<file path="src/i2crs_defs.vh">
/*
  Constants for the I2C master repeated-start block: field positions,
  widths and reset values.
  Assumes inclusion by bare name from the design files.
*/
`ifndef I2CRS_DEFS_VH
`define I2CRS_DEFS_VH

// ****************************************
// Control field positions
// ****************************************
`define I2CRS_CTL2_W 8
`define I2CRS_CTL2_REPEATED_START_REQUEST_BIT 1
`define I2CRS_CTL2_LOCK_MASK 8'h1F
`define I2CRS_CTL2_RESET 8'h00
`define I2CRS_STAT_START_BIT 3

// ****************************************
// Baud reload fields
// ****************************************
`define I2CRS_BAUD_W 7
`define I2CRS_BAUD_LOW_W 6
`define I2CRS_BAUD_RESET 7'h00

// ****************************************
// Data widths
// ****************************************
`define I2CRS_BUF_W 8
`define I2CRS_BUF_RESET 8'h00

`endif

</file>
<file path="src/i2crs_master.v">
/*
  Repeated-start sequencer of an I2C master, with start detection, bus
  collision detection, write-collision guard and control-register lockout.
  Assumes open-drain bus lines resolved outside; output enables are low
  while the block pulls a line low. Bus inputs are asynchronous.
*/
`timescale 1ns/1ns
`include "i2crs_defs.vh"

module i2crs_master
(
  input wire clock,
  input wire reset_n,
  input wire clk_en,
  input wire [7:0] ctl2_wdata,
  input wire ctl2_we,
  output wire [7:0] serial_control_two,
  input wire [6:0] baud_reload_value,
  input wire other_event_busy,
  input wire [7:0] buf_wdata,
  input wire buf_we,
  output wire [7:0] transmit_buffer,
  output wire start_seen,
  input wire start_seen_clr,
  output wire serial_irq_flag,
  input wire irq_clr,
  output wire write_collision_flag,
  input wire write_collision_flag_clr,
  output wire bus_collision_flag,
  input wire bcol_clr,
  output wire rs_busy,
  input wire bus_clock_line_in,
  output wire bus_clock_line_out,
  output wire bus_clock_line_oe,
  input wire bus_data_line_in,
  output wire bus_data_line_out,
  output wire bus_data_line_oe
);

  // ****************************************
  // States
  // ****************************************
  localparam [2:0] ST_IDLE = 3'd0;
  localparam [2:0] ST_SCL_LOW = 3'd1;
  localparam [2:0] ST_SDA_REL = 3'd2;
  localparam [2:0] ST_SCL_REL = 3'd3;
  localparam [2:0] ST_BOTH_HI = 3'd4;
  localparam [2:0] ST_SDA_LOW = 3'd5;

  reg [2:0] state_q;
  reg [2:0] state_d;
  reg [7:0] ctl2_q;
  reg [7:0] buf_q;
  reg [6:0] brg_q;
  reg [6:0] brg_d;
  reg scl_drv_q;
  reg scl_drv_d;
  reg sda_drv_q;
  reg sda_drv_d;
  reg start_q;
  reg irq_q;
  reg write_collision_flag_q;
  reg bcol_q;
  reg done_d;
  reg coll_d;

  wire scl_lvl;
  wire scl_rise;
  wire scl_fall;
  wire sda_lvl;
  wire sda_fall;
  wire busy;
  wire brg_zero;
  wire rs_req;

  // ****************************************
  // Bus input synchronisers
  // ****************************************
  i2crs_sync u_scl_sync
  (
    .clock(clock),
    .reset_n(reset_n),
    .clk_en(clk_en),
    .async_in(bus_clock_line_in),
    .level(scl_lvl),
    .rise(scl_rise),
    .fall(scl_fall)
  );

  i2crs_sync u_sda_sync
  (
    .clock(clock),
    .reset_n(reset_n),
    .clk_en(clk_en),
    .async_in(bus_data_line_in),
    .level(sda_lvl),
    .rise(),
    .fall(sda_fall)
  );

  assign busy = (state_q != ST_IDLE);
  assign brg_zero = (brg_q == 7'h00);
  assign rs_req = ctl2_q[`I2CRS_CTL2_REPEATED_START_REQUEST_BIT];

  // ****************************************
  // Sequencer next state
  // ****************************************
  always @*
  begin
    state_d = state_q;
    brg_d = brg_zero ? brg_q : brg_q - 7'h01;
    scl_drv_d = scl_drv_q;
    sda_drv_d = sda_drv_q;
    done_d = 1'b0;
    coll_d = 1'b0;
    case (state_q)
      ST_IDLE:
      begin
        if (rs_req && !other_event_busy)
        begin
          scl_drv_d = 1'b1;
          sda_drv_d = 1'b0;
          state_d = ST_SCL_LOW;
        end
      end
      ST_SCL_LOW:
      begin
        if (!scl_lvl)
        begin
          brg_d = {1'b0, baud_reload_value[`I2CRS_BAUD_LOW_W-1:0]};
          state_d = ST_SDA_REL;
        end
      end
      ST_SDA_REL:
      begin
        if (brg_zero && sda_lvl)
        begin
          scl_drv_d = 1'b0;
          state_d = ST_SCL_REL;
        end
      end
      ST_SCL_REL:
      begin
        if (scl_rise && !sda_lvl)
          coll_d = 1'b1;
        else if (scl_lvl)
        begin
          brg_d = baud_reload_value;
          state_d = ST_BOTH_HI;
        end
      end
      ST_BOTH_HI:
      begin
        if (scl_fall || !sda_lvl)
          coll_d = 1'b1;
        else if (brg_zero)
        begin
          sda_drv_d = 1'b1;
          brg_d = baud_reload_value;
          state_d = ST_SDA_LOW;
        end
      end
      ST_SDA_LOW:
      begin
        if (scl_fall)
          coll_d = 1'b1;
        else if (brg_zero)
        begin
          done_d = 1'b1;
          state_d = ST_IDLE;
        end
      end
      default:
      begin
        state_d = ST_IDLE;
        scl_drv_d = 1'b0;
        sda_drv_d = 1'b0;
      end
    endcase
    if (coll_d)
    begin
      state_d = ST_IDLE;
      scl_drv_d = 1'b0;
      sda_drv_d = 1'b0;
    end
  end

  // ****************************************
  // Sequencer registers
  // ****************************************
  always @(posedge clock)
  begin
    if (!reset_n)
    begin
      state_q <= ST_IDLE;
      brg_q <= `I2CRS_BAUD_RESET;
      scl_drv_q <= 1'b0;
      sda_drv_q <= 1'b0;
    end
    else if (clk_en)
    begin
      state_q <= state_d;
      brg_q <= brg_d;
      scl_drv_q <= scl_drv_d;
      sda_drv_q <= sda_drv_d;
    end
  end

  // ****************************************
  // Control register and transmit buffer
  // ****************************************
  always @(posedge clock)
  begin
    if (!reset_n)
    begin
      ctl2_q <= `I2CRS_CTL2_RESET;
      buf_q <= `I2CRS_BUF_RESET;
    end
    else if (clk_en)
    begin
      // Events are not queued: low bits locked while busy
      if (ctl2_we && !busy)
      begin
        ctl2_q <= ctl2_wdata;
        if (other_event_busy)
          ctl2_q[`I2CRS_CTL2_REPEATED_START_REQUEST_BIT] <= 1'b0;
      end
      else if (ctl2_we)
        ctl2_q <= (ctl2_wdata & ~`I2CRS_CTL2_LOCK_MASK)
          | (ctl2_q & `I2CRS_CTL2_LOCK_MASK);
      // Request self-clears at the end, on an abort or when refused
      if (done_d || coll_d)
        ctl2_q[`I2CRS_CTL2_REPEATED_START_REQUEST_BIT] <= 1'b0;
      else if (state_q == ST_IDLE && rs_req && other_event_busy)
        ctl2_q[`I2CRS_CTL2_REPEATED_START_REQUEST_BIT] <= 1'b0;
      // Buffer write refused while the sequence runs
      if (buf_we && !busy)
        buf_q <= buf_wdata;
    end
  end

  // ****************************************
  // Status flags: an event wins over its clear
  // ****************************************
  always @(posedge clock)
  begin
    if (!reset_n)
    begin
      start_q <= 1'b0;
      irq_q <= 1'b0;
      write_collision_flag_q <= 1'b0;
      bcol_q <= 1'b0;
    end
    else if (clk_en)
    begin
      // Start condition: data falls while clock high
      if (sda_fall && scl_lvl)
        start_q <= 1'b1;
      else if (start_seen_clr)
        start_q <= 1'b0;
      if (done_d)
        irq_q <= 1'b1;
      else if (irq_clr)
        irq_q <= 1'b0;
      if (buf_we && busy)
        write_collision_flag_q <= 1'b1;
      else if (write_collision_flag_clr)
        write_collision_flag_q <= 1'b0;
      if (coll_d)
        bcol_q <= 1'b1;
      else if (bcol_clr)
        bcol_q <= 1'b0;
    end
  end

  // ****************************************
  // Outputs
  // ****************************************
  assign serial_control_two = ctl2_q;
  assign transmit_buffer = buf_q;
  assign start_seen = start_q;
  assign serial_irq_flag = irq_q;
  assign write_collision_flag = write_collision_flag_q;
  assign bus_collision_flag = bcol_q;
  assign rs_busy = busy;
  assign bus_clock_line_out = 1'b0;
  assign bus_clock_line_oe = ~scl_drv_q;
  assign bus_data_line_out = 1'b0;
  assign bus_data_line_oe = ~sda_drv_q;

endmodule

</file>
<file path="src/i2crs_sync.v">
/*
  Two-stage synchroniser with an edge detector on the synchronised level.
  Assumes the input is asynchronous to clock; output resets high (bus idle).
*/
`timescale 1ns/1ns
module i2crs_sync
(
  input wire clock,
  input wire reset_n,
  input wire clk_en,
  input wire async_in,
  output wire level,
  output wire rise,
  output wire fall
);

  reg meta_q;
  reg sync_q;
  reg prev_q;

  always @(posedge clock)
  begin
    if (!reset_n)
    begin
      meta_q <= 1'b1;
      sync_q <= 1'b1;
      prev_q <= 1'b1;
    end
    else if (clk_en)
    begin
      meta_q <= async_in;
      sync_q <= meta_q;
      prev_q <= sync_q;
    end
  end

  assign level = sync_q;
  assign rise = clk_en & sync_q & ~prev_q;
  assign fall = clk_en & ~sync_q & prev_q;

endmodule

</file>
<file path="config.mk">
export PLATFORM = sky130hd
export DESIGN_NAME = i2crs_master
export DESIGN_NICKNAME = d
export VERILOG_FILES = /design/src/i2crs_master.v /design/src/i2crs_sync.v
export VERILOG_INCLUDE_DIRS = /design/src
export SDC_FILE = /design/constraint.sdc
export NUM_CORES = 1
export LEC_CHECK = 0
export ABC_CLOCK_PERIOD_IN_PS = 2100
export BUFFER_PORTS_ARGS = -buffer_cell sky130_fd_sc_hd__buf_2
export CORE_MARGIN = 1
export CORE_UTILIZATION = 40
export CTS_CLUSTER_SIZE = 14
export DETAILED_ROUTE_END_ITERATION = 12
export GPL_TIMING_DRIVEN = 0
export PLACE_DENSITY = 0.67
export SYNTH_ARGS = -nofsm -noshare
export SYNTH_HDL_FRONTEND = slang
export SYNTH_HIERARCHICAL = 1
export SYNTH_SLANG_ARGS = --single-unit
</file>
<file path="constraint.sdc">
create_clock -name clock -period 2.1 [get_ports clock]
set_clock_uncertainty 0.2 [all_clocks]
set_input_delay 0.42 -clock clock [delete_from_list [all_inputs] [get_ports clock]]
set_output_delay 0.42 -clock clock [all_outputs]
set_load 0.01 [all_outputs]
</file>
Word level (Yosys, flattened, before mapping)
Index checks and enable logic that the tools add are counted.
{ "op_classes": {"add_sub_neg": 1, "n_eq_ne": 16, "mux": 47, "bitwise": 12, "reduce_logical": 35} }
{ "op_table": {"columns": ["cell", "n"], "rows": [
  ["$mux 7", 6],
  ["$mux 3", 10],
  ["$mux 1", 24],
  ["$ne 3x3->1 const B", 8],
  ["$pmux 7 s3", 1],
  ["$pmux 3 s6", 1],
  ["$mux 8", 2],
  ["$reduce_and 2->1", 7],
  ["$reduce_and 10->1", 1],
  ["$reduce_bool 2->1", 5],
  ["$logic_and 1x1->1", 9],
  ["$pmux 1 s3", 3],
  ["$or 8x5->8", 1],
  ["$reduce_or 4->1", 2],
  ["$logic_not 7->1", 1],
  ["$sub 7x1->7 const B", 1],
  ["$and 1x1->1", 6],
  ["$eq 3x2->1 const B", 2],
  ["$eq 3x3->1 const B", 2],
  ["$not 1->1", 5],
  ["$reduce_and 5->1", 1],
  ["$ne 2x1->1 const B", 2],
  ["$reduce_and 4->1", 1],
  ["$reduce_bool 4->1", 1],
  ["6 further kinds", 9]
]} }
{ "totals": {"register_bits": 38, "in_bits": 35, "out_inout_bits": 25, "elab_cells": 128} }

Depth between registers and ports, before layout
{ "depth": {"ltp_word": 9, "mapped_depth": 7, "depth_no_buf": 7} }

Modules after synthesis
Netlist, hierarchy kept.
{ "modules_own_cells": {"columns": ["mod", "instances", "cells_each", "area_each_um2", "seq_area_each_um2"], "rows": [
  ["i2crs_master", 1, 218, 1834.3, 640.6],
  ["i2crs_sync", 2, 12, 116.4, 60.1]
]} }

Least setup slack after synthesis
OpenSTA, ideal clock, no wires.
{ "synth_timing": {"path_kind": "input to register", "from": "input port clk_en", "to": "register state_q[1]", "setup_ps": 117, "t_arrival_ps": 1666, "required_time_ps": 1783, "setup_slack_ps": 117, "path_stages": 6, "n_path_buf": 0, "path_cell_list": "and3b_2 o21ba_1 a31o_1 a221oi_4 o21ai_1 a32o_1"} }
{ "synth_between": {"elab_chain_cells": 7, "word_cells_on_any_way": 21, "cone_classes": "9 x eq/ne; 5 x mux; 4 x bitwise; 3 x reduce/logical"} }
{ "synth_rtl": {"columns": ["element", "line_no", "rtl"], "rows": [
  ["start, declared", "i2crs_master.v:14", "input wire clk_en,"],
  ["$and 1x1->1, on equally long branches (2 in a row)", "i2crs_sync.v:39, i2crs_sync.v:38", null],
  ["$logic_or 1x1->1 / $logic_and 1x1->1 (equally long branches)", "i2crs_master.v:154, i2crs_master.v:144", null],
  ["$mux 1, on equally long branches", "i2crs_master.v:154, i2crs_master.v:144", null],
  ["$pmux 1 s3", "i2crs_master.v:116", "case (state_q)"],
  ["$ne 3x3->1 (no line) / $ne 3x2->1 (equally long branches)", null, null],
  ["$reduce_and 10->1 (no line)", null, null],
  ["end signal, assigned", "i2crs_master.v:202", "state_q <= state_d;"],
  ["end, declared", "i2crs_master.v:50", "reg [2:0] state_q;"]
]} }
Parallel ways exist; a longest one is shown, timed or not.
A chain may end at the register's enable or synchronous reset.

Worst setup path after layout
{ "layout_timing": {"from": "register state_q[1]", "to": "output port rs_busy"} }
{ "layout_between": {"elab_chain_cells": 1} }
{ "layout_rtl": {"columns": ["element", "line_no", "rtl"], "rows": [
  ["$reduce_bool 3->1", "i2crs_master.v:101", "assign busy = (state_q != ST_IDLE);"],
  ["end, declared", "i2crs_master.v:31", "output wire rs_busy,"]
]} }
Every way passes these cells.

==> results.sh <==
export IMPL_path_cells="or3_1, buf_2, buf_2"
export IMPL_nets=348
export IMPL_worstSetupPathType="register to output port"
export IMPL_syn_area_mm2=0.00206
export IMPL_fin_cells=378
export IMPL_cts_tree="done"
export IMPL_port_buffers=57
export IMPL_cp_start_kind="register"
export IMPL_worst_ep_arrival_time_ps=1400
export IMPL_timing_final_crit_share_pct=96.1
export IMPL_regArea_um2=769
export IMPL_yosysWarnings=6
export IMPL_setup_viol=0
export IMPL_antenna_found_initial=0
export IMPL_cp_slowest_cell="or3_1"
export IMPL_placed_area_mm2=0.00244
export IMPL_gp_congestion=0.877
export IMPL_dp_cells=366
export IMPL_layout_min_cycle_time_ps=2020
export IMPL_final_design_area_no_fill_mm2=0.00265
export IMPL_diodes=0
export IMPL_total_power_mw=2.20
export IMPL_clk_insertion_delay_late_ps=290
export IMPL_grt_first_pass_wirelength_um=7880
export IMPL_fp_coreArea_mm2=0.00485
export IMPL_fill_cells=442
export IMPL_layout_drive_gt1_share_pct=29.6
export IMPL_crit_path_max_fanout=10
export IMPL_worst_pin_slew_ps=498
export IMPL_cap_violations=0
export IMPL_routed_wl_um=5050
export IMPL_r2r_slack_ps=90
export IMPL_rows=25
export IMPL_ioPinCount=60
export IMPL_status="complete, no violations"
export IMPL_grt_usage_pct=19.2
export IMPL_p_leak_nw=1.12
export IMPL_cts_clk_slew_worst_paths_ps=80
export IMPL_dieArea_mm2=0.00545
export IMPL_hold_buffers=0
export IMPL_grt_overflow=0
export IMPL_top_layer="met4"
export IMPL_root_buffer="clkbuf_8"
export IMPL_critPathMaxStageDelay_ps=390
export IMPL_met1Wirelength_um=2470
export IMPL_ctsHtreeMaxLevel=2
export IMPL_fmax_ghz=0.496
export IMPL_numCtsBuffers=5
export IMPL_syn_avg_cell_area_um2=8.56
export IMPL_drtPass1Iterations=4
export IMPL_multi_input_area_mm2=0.00126
export IMPL_hold_class="input pin to register"
export IMPL_wl_met3_um=223
export IMPL_powerDensity_mw_per_mm2=830
export IMPL_avgViaCountPerCell=5.04
export IMPL_drcViolationCount=0
export IMPL_die_h_um=73.8
export IMPL_grt_max_degree=14
export IMPL_ir_drop_mv=0.438
export IMPL_syn_inst=241
export IMPL_crit_path_end_kind="output port"
export IMPL_ant_nets=0
export IMPL_wl_per_cell_um=13.4
export IMPL_finalMaxSlewViolations=0
export IMPL_numClockSinks=38
export IMPL_cts_buffer_depth=2
export IMPL_wl_met2_um=2300
export IMPL_syn_to_final_growth_pct=28.2
export IMPL_final_hold_violation_count=0
export IMPL_drtIter0Drc=66
export IMPL_critPathMostFrequentCell="buf_2"
export IMPL_die_width_um=73.8
export IMPL_start_util_pct=42.6
export IMPL_relSlewSlack_pct=66.5
export IMPL_grt_pass1_vias=1691
export IMPL_hpwl_um=3630
export IMPL_vias=1906
export IMPL_crit_required_ps=1480
## through the flow
step / worst slack, ps / setup TNS, ps / utilization [%] / hold WS, ps
2_1_floorplan: 117 / 0 / - / 239
3_3_place_gp: -313 / -1540 / 50.2 / 251
3_5_place_dp: -309 / -1630 / 50.2 / 258
4_1_cts: 6.51 / 0 / 53.1 / 136
5_1_grt: -19.6 / -26.1 / 54.6 / 155
6_report: 82.8 / 0 / 54.6 / 143
## power by group
group	switching, mW	total, mW	internal (mW)
clock network	0.257	0.637	0.380
logic	0.380	0.715	0.335
registers	0.0601	0.844	0.784
## cell type report
class / count / area share (%)
multi-input combinational: 183 / 47.5
sequential: 38 / 29.1
timing repair buffer: 62 / 12.3
tap: 67 / 3.17
clock buffer: 6 / 3.12
buffer: 12 / 2.37
inverter: 9 / 1.28
clock inverter: 1 / 1.14
## flip-flops by register name, indices dropped and copies added, names as in the netlist
register              flops
u_sda_sync/prev_q         1
bus_collision_flag        1
u_scl_sync/level          1
u_sda_sync/level          1
u_sda_sync/meta_q         1
scl_drv_q                 1
serial_irq_flag           1
serial_control_two        8
start_seen                1
brg_q                     7
u_scl_sync/prev_q         1
write_collision_flag      1
transmit_buffer           8
sda_drv_q                 1
state_q                   3
u_scl_sync/meta_q         1
## metal layers
metal / up-vias / GRT usage, %
li1: 991 / -
met1: 858 / 26.0
met2: 49 / 29.4
met3: 8 / 4.53
met4: 0 / 7.48
met5: - / 0
## what timing repair did
action | in CTS | in global routing
buffers inserted | 2 | 3
endpoints found under the setup margin | 3 | 13
endpoints found under the hold margin | 0 | 0
pin swaps | 0 | 6
gates resized for setup | 3 | 12
## worst max-delay path, delay by kind of cell (launching register included)
| family | cells | cell delay [ps] |
|---|---|---|
| buffers and inverters | 2 | 370 |
| AND/OR/NAND/NOR | 1 | 390 |
| flip-flops | 1 | 340 |
## final timing paths
path                                       startpoint                     to  cells after the start
worst max-delay path                       state_q[1]                rs_busy                      3
worst min-delay path                bus_clock_line_in      u_scl_sync/meta_q                      3
worst max register to register             state_q[2]               brg_q[1]                      5
worst min register to register  serial_control_two[6]  serial_control_two[6]                      2
## placed cells by master (no fill, tap or decap), drive strengths merged, types with 2 or more instances in the layout
cell,n
a21boi,11
a21oi,9
a221oi,2
a31oi,2
a32o,3
a32oi,2
and2,6
and3,2
and3b,2
buf,67
clkbuf,13
conb,2
dfxtp,38
ha,2
inv,9
mux2i,13
nand2,29
nand2b,9
nand3,6
nand3b,2
nor2,12
nor2b,17
nor3,4
nor3b,3
o211ai,3
o21a,2
o21ai,19
o2bb2ai,4
o31a,2
Note: power is estimated with default switching activity, not from simulation.
